[src/fbc_pkg.sv]
// Package for the feeder bay control and interlock block.
// Assumes one synchronous clock domain; all ports synchronous to clk_in.
package fbc_pkg;
   localparam int N_OBJ = 3;
   localparam int N_EXT = 6;
   localparam int N_INT = 4;
   localparam int N_CFG = 10;
   localparam int N_SIG = 4;
   localparam int N_LED = 16;
   localparam int LED_SEL_W = 4;
   localparam int N_SCHEME = 4;
   localparam int PULSE_W = 16;
   localparam int ACC_W = 48;
   localparam int CNT_W = 32;
   localparam int PWR_W = 16;
   localparam int RATIO_W = 16;
   localparam int CUR_W = 16;
   localparam int DISP_W = 32;
   localparam int PULSE_BIT = 3;
   localparam logic [PULSE_W-1:0] PULSE_LEN_DEF = 16'h000a;
   localparam logic [1:0] ST_OPEN = 2'h1;
   localparam logic [1:0] ST_CLOSED = 2'h2;
   localparam int TRIP_LO = 8;
   localparam int TRIP_HI = 9;

   typedef struct packed {
      logic open_req;
      logic close_req;
   } fbc_cmd_t;

   typedef struct packed {
      logic [PULSE_W-1:0] pulse_len;
      logic [N_CFG-1:0] act_high;
      logic [1:0] scheme;
      logic user_prog;
      logic direct_en;
      logic energy_pulse;
   } fbc_cfg_t;

   typedef enum logic [1:0] {
      FBC_IDLE,
      FBC_PULSE_OPEN,
      FBC_PULSE_CLOSE
   } fbc_state_t;
endpackage : fbc_pkg

[src/fbc_bay_ctrl.sv]
// Feeder bay control: status, indication, interlock, command pulses, metering.
// Assumes synchronous inputs, interlock masks loaded by software as levels.
`timescale 1ns/1ps
// Function
// - Indicate position of at most three switching objects.
// - Control one object from local buttons or remote commands.
// - Each object status is a two-bit open/closed input pair.
// - Four-by-four lamp matrix, three lamps used, mapping configurable.
// - Open and close outputs drive only one of the objects.
// - Read six external inputs and four protection start/trip signals.
// - Each configurable input selectable active high or active low.
// - Red lamp lit while each external input is active.
// - Input assigned to open or close gives one pulse on activation.
// - Signalling outputs follow their assigned inputs as levels.
// - Commands are checked against the interlock, then executed or cancelled.
// - Interlock conditions use object statuses and active input states.
// - Protection trips open the breaker ungated by the interlock.
// - Built-in default interlock schemes chosen with the object configuration.
// - Normally outputs pulse on operator open or close commands and assigned inputs.
// - Direct control program drives outputs from statuses, inputs, selector.
// - Energy from accumulated power or pulse count on external input bit 3.
// - Two milliampere readings scaled to megawatt and megavar values.
// - Current transformer ratio converts phase currents to primary values.
// - Protection trip routed to the open output besides commanded opening.
module fbc_bay_ctrl (
   input wire logic clk_in,
   input wire logic rst_in,
   input wire logic [2*fbc_pkg::N_OBJ-1:0] status_pairs_in,
   input wire logic [fbc_pkg::N_EXT-1:0] ext_inputs_in,
   input wire logic [fbc_pkg::N_INT-1:0] prot_inputs_in,
   input wire fbc_pkg::fbc_cfg_t cfg_in,
   input wire fbc_pkg::fbc_cmd_t local_cmd_in,
   input wire fbc_pkg::fbc_cmd_t remote_cmd_in,
   input wire logic remote_sel_in,
   input wire logic [1:0] ctrl_obj_in,
   input wire logic [fbc_pkg::N_OBJ*fbc_pkg::LED_SEL_W-1:0] led_map_in,
   input wire logic [fbc_pkg::N_CFG-1:0] open_assign_in,
   input wire logic [fbc_pkg::N_CFG-1:0] close_assign_in,
   input wire logic [fbc_pkg::N_SIG*fbc_pkg::N_CFG-1:0] sig_assign_in,
   input wire logic [2*fbc_pkg::N_OBJ+fbc_pkg::N_CFG-1:0] ilk_open_mask_in,
   input wire logic [2*fbc_pkg::N_OBJ+fbc_pkg::N_CFG-1:0] ilk_open_val_in,
   input wire logic [2*fbc_pkg::N_OBJ+fbc_pkg::N_CFG-1:0] ilk_close_mask_in,
   input wire logic [2*fbc_pkg::N_OBJ+fbc_pkg::N_CFG-1:0] ilk_close_val_in,
   input wire logic [2*fbc_pkg::N_OBJ+fbc_pkg::N_CFG-1:0] dir_open_mask_in,
   input wire logic [2*fbc_pkg::N_OBJ+fbc_pkg::N_CFG-1:0] dir_open_val_in,
   input wire logic [2*fbc_pkg::N_OBJ+fbc_pkg::N_CFG-1:0] dir_close_mask_in,
   input wire logic [2*fbc_pkg::N_OBJ+fbc_pkg::N_CFG-1:0] dir_close_val_in,
   input wire logic [fbc_pkg::PWR_W-1:0] p_ma_in,
   input wire logic [fbc_pkg::PWR_W-1:0] q_ma_in,
   input wire logic [fbc_pkg::PWR_W-1:0] p_scale_in,
   input wire logic [fbc_pkg::PWR_W-1:0] q_scale_in,
   input wire logic power_valid_in,
   input wire logic [3*fbc_pkg::CUR_W-1:0] phase_cur_in,
   input wire logic [fbc_pkg::RATIO_W-1:0] ct_ratio_in,
   output logic [fbc_pkg::N_LED-1:0] led_matrix_out,
   output logic [fbc_pkg::N_OBJ-1:0] obj_fault_out,
   output logic [fbc_pkg::N_EXT-1:0] red_led_out,
   output logic open_out,
   output logic close_out,
   output logic [fbc_pkg::N_SIG-1:0] signal_out,
   output logic cmd_cancel_out,
   output logic [fbc_pkg::ACC_W-1:0] energy_out,
   output logic [fbc_pkg::DISP_W-1:0] mw_out,
   output logic [fbc_pkg::DISP_W-1:0] mvar_out,
   output logic [3*fbc_pkg::DISP_W-1:0] primary_cur_out
);
   localparam int CW = 2 * fbc_pkg::N_OBJ + fbc_pkg::N_CFG;

   function automatic logic cond_met(input logic [CW-1:0] cv, input logic [CW-1:0] m, input logic [CW-1:0] v);
      cond_met = ((cv ^ v) & m) == '0;
   endfunction : cond_met

   function automatic logic [1:0] obj_st(input logic [2*fbc_pkg::N_OBJ-1:0] p, input logic [1:0] i);
      obj_st = p[2*i +: 2];
   endfunction : obj_st

   logic [fbc_pkg::N_CFG-1:0] act_d;
   logic [fbc_pkg::N_CFG-1:0] act_q;
   logic [fbc_pkg::N_OBJ-1:0] valid_d;
   logic [CW-1:0] cond_d;
   logic ilk_open_ok;
   logic ilk_close_ok;
   logic cmd_open;
   logic cmd_close;
   logic dir_open_d;
   logic dir_close_d;
   logic dir_open_q;
   logic dir_close_q;
   logic in_open_edge;
   logic in_close_edge;
   logic trip_now;
   logic [1:0] ctrl_st;
   fbc_pkg::fbc_state_t state_q;
   logic [fbc_pkg::PULSE_W-1:0] pulse_cnt_q;
   logic [fbc_pkg::ACC_W-1:0] energy_q;
   logic pulse_in_q;
   logic [fbc_pkg::DISP_W-1:0] p_prod;
   logic [fbc_pkg::DISP_W-1:0] q_prod;
   logic [CW-1:0] dir_cv;

   // Active states of configurable inputs
   assign act_d = {prot_inputs_in, ext_inputs_in} ~^ cfg_in.act_high;

   // Pair is valid only when exactly one contact reports
   genvar g;
   generate
      for (g = 0; g < fbc_pkg::N_OBJ; g++) begin : g_valid
         assign valid_d[g] = status_pairs_in[2*g] ^ status_pairs_in[2*g+1];
      end
   endgenerate

   // Condition vector: statuses masked by validity, then inputs
   always_comb
   begin
      for (int i = 0; i < fbc_pkg::N_OBJ; i++)
      begin
         cond_d[2*i +: 2] = valid_d[i] ? status_pairs_in[2*i +: 2] : 2'h0;
      end
      cond_d[CW-1:2*fbc_pkg::N_OBJ] = act_d;
   end

   assign ctrl_st = obj_st(status_pairs_in, ctrl_obj_in);

   // Interlock: user program or built-in scheme
   always_comb
   begin
      ilk_open_ok = 1'b0;
      ilk_close_ok = 1'b0;
      if (cfg_in.user_prog)
      begin
         ilk_open_ok = cond_met(cond_d, ilk_open_mask_in, ilk_open_val_in);
         ilk_close_ok = cond_met(cond_d, ilk_close_mask_in, ilk_close_val_in);
      end
      else
      begin
         unique case (cfg_in.scheme)
            2'h0:
            begin
               ilk_open_ok = 1'b1;
               ilk_close_ok = 1'b1;
            end
            2'h1:
            begin
               ilk_open_ok = ctrl_st == fbc_pkg::ST_CLOSED;
               ilk_close_ok = ctrl_st == fbc_pkg::ST_OPEN;
            end
            2'h2:
            begin
               ilk_open_ok = ctrl_st == fbc_pkg::ST_CLOSED;
               ilk_close_ok = ctrl_st == fbc_pkg::ST_OPEN && obj_st(status_pairs_in, 2'h1) != fbc_pkg::ST_OPEN
                  && valid_d[1];
            end
            2'h3:
            begin
               ilk_open_ok = ctrl_st == fbc_pkg::ST_CLOSED;
               ilk_close_ok = ctrl_st == fbc_pkg::ST_OPEN && valid_d[1] && valid_d[2]
                  && obj_st(status_pairs_in, 2'h1) == obj_st(status_pairs_in, 2'h2);
            end
         endcase
      end
   end

   // Operator command by selected place
   assign cmd_open = remote_sel_in ? remote_cmd_in.open_req : local_cmd_in.open_req;
   assign cmd_close = remote_sel_in ? remote_cmd_in.close_req : local_cmd_in.close_req;

   // Direct control program; condition bit 0 is the selector
   assign dir_cv = {cond_d[CW-1:1], remote_sel_in};
   assign dir_open_d = cfg_in.direct_en && cond_met(dir_cv, dir_open_mask_in, dir_open_val_in);
   assign dir_close_d = cfg_in.direct_en && cond_met(dir_cv, dir_close_mask_in, dir_close_val_in);

   assign in_open_edge = |(act_d & ~act_q & open_assign_in) | (dir_open_d & ~dir_open_q);
   assign in_close_edge = |(act_d & ~act_q & close_assign_in) | (dir_close_d & ~dir_close_q);
   assign trip_now = act_d[fbc_pkg::TRIP_LO] | act_d[fbc_pkg::TRIP_HI];

   // Input history for edges
   always_ff @(posedge clk_in or posedge rst_in)
   begin
      if (rst_in)
      begin
         act_q <= '0;
         dir_open_q <= 1'b0;
         dir_close_q <= 1'b0;
      end
      else
      begin
         act_q <= act_d;
         dir_open_q <= dir_open_d;
         dir_close_q <= dir_close_d;
      end
   end

   // Pulse generator for open and close
   always_ff @(posedge clk_in or posedge rst_in)
   begin
      if (rst_in)
      begin
         state_q <= fbc_pkg::FBC_IDLE;
         pulse_cnt_q <= '0;
         cmd_cancel_out <= 1'b0;
      end
      else
      begin
         cmd_cancel_out <= 1'b0;
         unique case (state_q)
            fbc_pkg::FBC_IDLE:
            begin
               if ((cmd_open && ilk_open_ok) || in_open_edge)
               begin
                  state_q <= fbc_pkg::FBC_PULSE_OPEN;
                  pulse_cnt_q <= cfg_in.pulse_len;
               end
               else if ((cmd_close && ilk_close_ok) || in_close_edge)
               begin
                  state_q <= fbc_pkg::FBC_PULSE_CLOSE;
                  pulse_cnt_q <= cfg_in.pulse_len;
               end
               else if (cmd_open || cmd_close)
               begin
                  cmd_cancel_out <= 1'b1;
               end
            end
            fbc_pkg::FBC_PULSE_OPEN, fbc_pkg::FBC_PULSE_CLOSE:
            begin
               if (pulse_cnt_q <= 16'h0001)
               begin
                  state_q <= fbc_pkg::FBC_IDLE;
               end
               pulse_cnt_q <= pulse_cnt_q - 16'h0001;
            end
         endcase
      end
   end

   // Command outputs; trip bypasses interlock
   always_ff @(posedge clk_in or posedge rst_in)
   begin
      if (rst_in)
      begin
         open_out <= 1'b0;
         close_out <= 1'b0;
      end
      else
      begin
         open_out <= trip_now || state_q == fbc_pkg::FBC_PULSE_OPEN;
         close_out <= !trip_now && state_q == fbc_pkg::FBC_PULSE_CLOSE;
      end
   end

   // Indication and signalling levels
   always_ff @(posedge clk_in or posedge rst_in)
   begin
      if (rst_in)
      begin
         led_matrix_out <= '0;
         obj_fault_out <= '0;
         red_led_out <= '0;
         signal_out <= '0;
      end
      else
      begin
         for (int i = 0; i < fbc_pkg::N_LED; i++)
         begin
            led_matrix_out[i] <= 1'b0;
            for (int j = 0; j < fbc_pkg::N_OBJ; j++)
            begin
               if (led_map_in[j*fbc_pkg::LED_SEL_W +: fbc_pkg::LED_SEL_W] == i[3:0]
                  && obj_st(status_pairs_in, j[1:0]) == fbc_pkg::ST_CLOSED)
               begin
                  led_matrix_out[i] <= 1'b1;
               end
            end
         end
         obj_fault_out <= ~valid_d;
         red_led_out <= act_d[fbc_pkg::N_EXT-1:0];
         for (int s = 0; s < fbc_pkg::N_SIG; s++)
         begin
            signal_out[s] <= |(act_d & sig_assign_in[s*fbc_pkg::N_CFG +: fbc_pkg::N_CFG])
               | (cfg_in.direct_en & (dir_close_d | dir_open_d) & sig_assign_in[s*fbc_pkg::N_CFG]);
         end
      end
   end

   // Full-width power products
   assign p_prod = {16'h0000, p_ma_in} * {16'h0000, p_scale_in};
   assign q_prod = {16'h0000, q_ma_in} * {16'h0000, q_scale_in};

   // Energy from power or meter pulses
   always_ff @(posedge clk_in or posedge rst_in)
   begin
      if (rst_in)
      begin
         energy_q <= '0;
         pulse_in_q <= 1'b0;
      end
      else
      begin
         pulse_in_q <= ext_inputs_in[fbc_pkg::PULSE_BIT];
         if (cfg_in.energy_pulse)
         begin
            if (ext_inputs_in[fbc_pkg::PULSE_BIT] && !pulse_in_q)
            begin
               energy_q <= energy_q + 48'h1;
            end
         end
         else if (power_valid_in)
         begin
            energy_q <= energy_q + {{(fbc_pkg::ACC_W-fbc_pkg::DISP_W){1'b0}}, p_prod};
         end
      end
   end
   assign energy_out = energy_q;

   // Scaled power and primary currents
   always_ff @(posedge clk_in or posedge rst_in)
   begin
      if (rst_in)
      begin
         mw_out <= '0;
         mvar_out <= '0;
         primary_cur_out <= '0;
      end
      else
      begin
         mw_out <= p_prod;
         mvar_out <= q_prod;
         for (int k = 0; k < 3; k++)
         begin
            primary_cur_out[k*fbc_pkg::DISP_W +: fbc_pkg::DISP_W] <=
               phase_cur_in[k*fbc_pkg::CUR_W +: fbc_pkg::CUR_W] * ct_ratio_in;
         end
      end
   end

   a_trip_opens: assert property (@(posedge clk_in) disable iff (rst_in)
      trip_now |=> open_out && !close_out) else $error("trip did not open");
   a_ilk_blocks: assert property (@(posedge clk_in) disable iff (rst_in)
      state_q == fbc_pkg::FBC_IDLE && cmd_close && !ilk_close_ok && !in_close_edge && !in_open_edge
      && !(cmd_open && ilk_open_ok) |=> state_q == fbc_pkg::FBC_IDLE) else $error("blocked close ran");
   a_cancel_flag: assert property (@(posedge clk_in) disable iff (rst_in)
      state_q == fbc_pkg::FBC_IDLE && cmd_open && !ilk_open_ok && !cmd_close && !in_open_edge
      && !in_close_edge |=> cmd_cancel_out) else $error("no cancel");
   a_pulse_start: assert property (@(posedge clk_in) disable iff (rst_in)
      state_q == fbc_pkg::FBC_IDLE && cmd_open && ilk_open_ok |=> ##1 open_out) else $error("no open");
   a_pulse_len: assert property (@(posedge clk_in) disable iff (rst_in)
      $rose(state_q == fbc_pkg::FBC_PULSE_CLOSE) && pulse_cnt_q == 16'h0005
      |-> (state_q == fbc_pkg::FBC_PULSE_CLOSE) [*5] ##1 state_q == fbc_pkg::FBC_IDLE) else $error("len");
   a_red_led: assert property (@(posedge clk_in) disable iff (rst_in)
      ##1 red_led_out == $past(act_d[fbc_pkg::N_EXT-1:0])) else $error("red lamp wrong");
   a_fault_pair: assert property (@(posedge clk_in) disable iff (rst_in)
      status_pairs_in[0] == status_pairs_in[1] |=> obj_fault_out[0]) else $error("fault missed");
   a_sig_level: assert property (@(posedge clk_in) disable iff (rst_in)
      |(act_d & sig_assign_in[0 +: fbc_pkg::N_CFG]) |=> signal_out[0]) else $error("sig");
   a_act_level: assert property (@(posedge clk_in) disable iff (rst_in)
      !cfg_in.act_high[0] && !ext_inputs_in[0] |=> red_led_out[0]) else $error("polarity");

   c_open_cmd: cover property (@(posedge clk_in) disable iff (rst_in) cmd_open && ilk_open_ok ##2 open_out);
   c_cancel: cover property (@(posedge clk_in) disable iff (rst_in) cmd_cancel_out);
   c_trip: cover property (@(posedge clk_in) disable iff (rst_in) trip_now ##1 open_out);
   c_direct: cover property (@(posedge clk_in) disable iff (rst_in) dir_close_d && !dir_close_q);
endmodule : fbc_bay_ctrl

[config.mk]
export PLATFORM = sky130hd
export DESIGN_NAME = fbc_bay_ctrl
export DESIGN_NICKNAME = d
export VERILOG_FILES = /design/src/fbc_pkg.sv /design/src/fbc_bay_ctrl.sv
export SDC_FILE = /design/constraint.sdc
export NUM_CORES = 2
export LEC_CHECK = 0
export BUFFER_PORTS_ARGS = -buffer_cell sky130_fd_sc_hd__buf_4
export CELL_PAD_IN_SITES_DETAIL_PLACEMENT = 0
export CELL_PAD_IN_SITES_GLOBAL_PLACEMENT = 1
export CORE_AREA = 2 2 356 358
export CTS_CLUSTER_DIAMETER = 150
export DETAILED_ROUTE_END_ITERATION = 12
export DIE_AREA = 0 0 358 360
export GPL_TIMING_DRIVEN = 0
export PLACE_DENSITY_LB_ADDON = 0.1
export SYNTH_ARGS = -nofsm -noshare
export SYNTH_HDL_FRONTEND = slang
export SYNTH_SLANG_ARGS = --single-unit
[constraint.sdc]
create_clock -name clk_in -period 8.75 [get_ports clk_in]
set_input_delay 0.875 -clock clk_in [delete_from_list [all_inputs] [get_ports clk_in]]
set_output_delay 0.875 -clock clk_in [all_outputs]
set_load 0.03 [all_outputs]
# After elaboration in Yosys (flattened, before gate mapping)
# Cells that the tools add are included.
# word_totals
reg_bits,271
latchBits,0
ram_bits,0
romBits,0
inputBits,385
output_inout_bits,240
elab_cells,281
mem_count,0
# classes
addsub,3
mul,5
div,0
magnitude_cmp,1
eq_ne,60
shifts,1
n_mux,71
n_bitwise,38
n_reduce_logical,85
# op_table
cell,count
$mul A16 B16 Y32,5
$mux W48,3
$eq A4 B4 Y1 const B,24
$and A10 B10 Y10,7
$and A16 B16 Y16,4
$logic_not A16 Y1,4
$xor A16 B16 Y16,4
$reduce_or A10 Y1,6
$logic_and A1 B1 Y1,59
$mux W1,56
$add A48 B1 Y48 const B,1
$add A48 B32 Y48,1
$eq A4 B3 Y1 const B,12
$mux W16,2
$pmux W16 S2,1
$eq A4 B2 Y1 const B,6
$le A16 B1 Y1 const B,1
$sub A16 B1 Y16 const B,1
$eq A2 B2 Y1 const B,7
$eq A4 B1 Y1 const B,3
$logic_not A4 Y1,3
$mux W2,6
$not A10 Y10,1
$xnor A10 B10 Y10,1
21 further kinds,46

# Logic depth before layout (Yosys ltp)
# depth
ltp_word,12
depth_mapped,34
depth_no_buf,32

# Worst setup path after synthesis
# Ideal clock, no wire load.
# synth_timing
path_kind,in2reg
startpoint,input port p_scale_in[1] in the netlist's numbering
endpoint,"register energy_q, in the netlist energy_out[34]"
setup_ns,0.080
arrival_time_ns,8.354
required_ns,8.670
path_slack_ns,0.315
cell_stages,31
path_buffers,2
path_cell_list,clkbuf_1 -> nand2_1 -> fa_1 -> fa_1 -> fa_1 -> fa_1 -> inv_1 -> fa_1 -> inv_1 -> fa_1 -> inv_1 -> ha_1 -> a21o_1 -> a21o_1 -> a21oi_1 -> o31ai_1 -> a21oi_1 -> o21ai_0 -> o41ai_1 -> xnor2_1 -> nor2b_1 -> ha_1 -> clkbuf_1 -> nand2_1 -> or3b_2 -> o2111ai_1 -> a31oi_1 -> o21bai_1 -> a21oi_2 -> nor4_1 -> xor2_1
# synth_via
elab_chain_len,4
# synth_lines
item,line,source
start: declaration,fbc_bay_ctrl.sv:50,"input wire logic [fbc_pkg::PWR_W-1:0] p_scale_in,"
$mul A16 B16 Y32,fbc_bay_ctrl.sv:285,"assign p_prod = {16'h0000, p_ma_in} * {16'h0000, p_scale_in};"
"named net p_prod, one bit",fbc_bay_ctrl.sv:97,logic [fbc_pkg::DISP_W-1:0] p_prod;
$add A48 B32 Y48,fbc_bay_ctrl.sv:308,"energy_q <= energy_q + {{(fbc_pkg::ACC_W-fbc_pkg::DISP_W){1'b0}}, p_prod};"
$mux W48,fbc_bay_ctrl.sv:306,else if (power_valid_in)
$mux W48,fbc_bay_ctrl.sv:299,if (cfg_in.energy_pulse)
end signal: assignment,fbc_bay_ctrl.sv:303,energy_q <= energy_q + 48'h1;
end signal: assignment,fbc_bay_ctrl.sv:308,
end: declaration,fbc_bay_ctrl.sv:95,logic [fbc_pkg::ACC_W-1:0] energy_q;
# The timed path passes the listed nets, and every way through them passes these cells. The select of a mux whose other input is x is not followed.
# A chain may end at the register's enable or synchronous reset.

# Final worst setup path
# layout_timing
startpoint,input port p_ma_in[7] in the netlist's numbering
endpoint,"register energy_q, in the netlist energy_out[34]"
# layout_via
elab_chain_len,4
# layout_lines
item,line,source
start: declaration,fbc_bay_ctrl.sv:48,"input wire logic [fbc_pkg::PWR_W-1:0] p_ma_in,"
$mul A16 B16 Y32,fbc_bay_ctrl.sv:285,
"named net p_prod, one bit",fbc_bay_ctrl.sv:97,
$add A48 B32 Y48,fbc_bay_ctrl.sv:308,
$mux W48,fbc_bay_ctrl.sv:306,
$mux W48,fbc_bay_ctrl.sv:299,
# The timed path passes the listed nets, and every way through them passes these cells. The select of a mux whose other input is x is not followed.

==> impl_summary.txt <==
----------------------------------------------------
[Global route]
  Maximum number of pins on one net before global-route repair ... 116
  Total GRT Usage ... 28.1%
  Total gr overflow ... 0
  Initial antenna violation count ... 23
  Number of global-route vias before repair ... 44,700
  First-pass GRT wire length ... 273 mm

[Yosys]
  Avg Inst Size Synth ... 9.07 µm²
  Sequential area share after synthesis ... 12.4%
  Synth warn ... 0
  Share of synthesized registers carrying an async set or reset ... 100%
  Number of distinct standard cells referenced by the synthesized netlist ... 75
  Post-synth top flop ... dfrtp_1
  Share of the synthesized area in the top cell type ... 36.4%
  Number of cells produced by synthesis ... 5,891
  Total nets after synthesis ... 7,810
  Number of enable-type register cells in the synthesized netlist ... 0
  Top cell type by total area after synthesis ... fa_1
  Cell area after synthesis ... 0.0534 mm²
  Synth Register Bits ... 265
  Top area cells in the synthesized netlist ... fa_1 36%, ha_1 13%, dfrtp_1 12%

[Cells and area]
  Signed area change from the synthesized netlist to the final layout ... 15.2%
  Number of filler instances in the final layout ... 12,300
  Net total in the final layout ... 8,447
  Layout cell share with drive strength beyond 1 ... 11.3%

[Timing]
  Number of hold violations in the final report ... 0
  # setup viols final ... 0
  Max Transition Viols Final ... 0
  Maximum frequency from static timing analysis ... 0.119 GHz
  Tightest Pin Transition ... 1.38 ns
  Period Utilization, post-route ... 95.9%
  Post-Route Hold Slack ... 0.218 ns
  Min Tclk post-route ... 8.39 ns
  Unrepaired setup endpoints after global routing ... false
  Final clock skew ... 0.0538 ns
  Headroom to the max-slew limit ... 7.43%

[Outcome]
  Run status ... finished clean

[Drt]
  Vias per cell ... 5.12
  Average wire per cell in the routed design ... 21.7 µm
  Detail Route Antenna Nets ... 0
  Residual DRC ... 0
  Number of vias in the routed layout ... 42,100
  Iteration count of the initial detailed-routing pass ... 7
  Detailed Route Iter0 Violations ... 2,360
  Sum of routed wire length over all layers ... 178 mm

[Worst setup path]
  Most prevalent standard cell on the critical path ... fa_1
  Nature of the critical path startpoint ... primary input
  Slowest stage cell, crit path ... fa_1
  WP data arrival ... 8.96 ns
  Largest incremental delay on the critical path ... 0.55 ns
  Sum of buffers and inverters on the critical path ... 7
  Kind of cell adding the most delay to the critical path ... adder cells
  Kind of end point of the critical path ... flop
  Worst path required time ... 9.32 ns
  Crit-path max FO ... 10
  Critical path class ... in2reg

[Placed design]
  Sum of net half-perimeters after detailed placement ... 151 mm
  Routability cong. ... 0.938
  Buffers added on ports ... 604

[Job]
  Number of max-capacitance violations reported ... 0

[Floorplan]
  Chip height ... 360 µm
  I/O Pins ... 625
  Overall die area ... 0.129 mm²
  CORE AREA ... 0.125 mm²
  Starting Density ... 42.8%
  Chip width ... 358 µm
  Site row count ... 130

[Clocking]
  Clock transition at the registers of the reported paths ... 0.06 ns
  TritonCTS clock tree ... done
  Clock tree root driver cell ... clkbuf_16
  Post-CTS Hold Fix Bufs ... 0
  Worst-Skew Late Latency ... 0.64 ns
  Sinks on Clock Net ... 265
  CTS Buf Count ... 40
  Total number of H-tree levels ... 2
  Maximum buffer depth of the clock tree ... 3

[Min path]
  Class of the tightest hold or removal check ... in2async

----------------------------------------------------
Yosys cell counts (all sizes together) (9+ instances only):
library cell  instances
a211oi                9
a21o                 79
a21oi               159
a221oi               11
a22oi                51
a31oi                16
and2                506
and3                 25
buf                  14
clkbuf              220
dfrtp               265
fa                  971
ha                  563
inv                1182
nand2               910
nand2b               25
nand3                54
nand4                25
nor2                129
nor2b                55
nor3                 43
nor3b                 9
o21a                 25
o21ai               117
o21bai               25
o22ai                20
o31ai                11
or3                  11
xnor2               132
xor2                121
layout make-up:
class	count	area, µm²	area share (%)
multi-input cells	4210	41500	67.5
flip-flops and latches	265	6630	10.8
repair buffers	609	4620	7.51
inverters	1182	4440	7.22
well taps	1650	2060	3.35
clock buffers	53	1100	1.79
plain buffers	220	878	1.43
clock inverters	19	251	0.409
diodes	12	30.0	0.0488
per-layer routing:
layer / vias to the layer above / share of wire, % / track usage, %
li1: 19300 / - / -
met1: 21300 / 42 / 36.7
met2: 1225 / 48 / 47.2
met3: 238 / 6.8 / 5.43
met4: 18 / 3.1 / 8.15
met5: - / 0.065 / 0
stage by stage:
step	instances	area, µm²	setup TNS, ns	setup slack, ns	util (%)
2_1_floorplan	5891	53400	0	0.315	-
3_3_place_gp	8145	60000	-924.22	-3.48	48.0
3_5_place_dp	8147	60100	-25.35	-1.29	48.1
4_1_cts	8209	61400	0	0.00633	49.2
5_1_grt	8218	61500	0	0.0104	49.3
6_report	8220	61500	0	0.360	49.3
cells in the final DEF, fill, tap and decap left out, drive strengths merged, types with 20 or more instances in the layout:
master  instances
ha            563
and3           25
o21a           25
nand4          25
xor2          121
nand3          54
nor2          129
xnor2         132
clkbuf        258
a21oi         159
o21bai         25
and2          506
a21o           79
buf           624
nor2b          55
nand2         910
a22oi          51
nand2b         25
o22ai          20
dfrtp         265
fa            971
inv          1184
o21ai         117
nor3           43
state kept, by name (all words and copies together) (netlist names):
| name | count |
|---|---|
| primary_cur_out | 96 |
| mvar_out | 32 |
| act_q | 5 |
| mw_out | 32 |
| obj_fault_out | 3 |
| close_out | 1 |
| cmd_cancel_out | 1 |
| open_out | 1 |
| state_q | 2 |
| red_led_out | 5 |
| energy_out | 48 |
| pulse_cnt_q | 16 |
| signal_out | 4 |
| led_matrix_out | 16 |
| pulse_in_q | 1 |
| dir_open_q | 1 |
| dir_close_q | 1 |
cells by family after synthesis:
group                      Yosys count  synth area share, %
xor gates and xnor gates           253                 4.21
and+or+nand+nor                   1812                 16.2
muxes                                9                0.176
adders and majority gates         1534                 49.6
buffers and inverters             1416                 10.0
AOI/OAI and AO/OA                  602                 7.39
DFF                                265                 12.4
worst reg2reg max path: cells and delay by family, from the launching register on:
family / cells / cell delay, ns
AO/OA/AOI/OAI: 7 / 1.61
XOR/XNOR: 1 / 0.16
adder cells (fa/ha/maj): 2 / 0.65
buffers and inverters: 2 / 0.21
flip-flops: 1 / 0.39
AND/OR/NAND/NOR: 2 / 0.44
final timing paths:
kind                                  start             endpoint  slack (ns)  cells after the start
max                              p_ma_in[7]       energy_out[34]        0.36                     32
min                                  rst_in    led_matrix_out[1]        0.22                      2
max reg2reg                   energy_out[0]       energy_out[34]        5.26                     14
min reg2reg                  energy_out[47]       energy_out[47]        0.48                      1
max in group asynchronous            rst_in  primary_cur_out[64]        7.08                      4
min in group clk_in        ext_inputs_in[3]           pulse_in_q        0.38                      1
repair_timing:
item	in CTS	in global routing
pin swaps	0	3
setup buffers	0	3
endpoints found under the setup margin	22	23
hold endpoints to repair	0	0
resized for setup	17	24
Power is left out: the tool's default activity adds up to more than one toggle a clock period on the data nets, which glitch-free logic cannot reach.
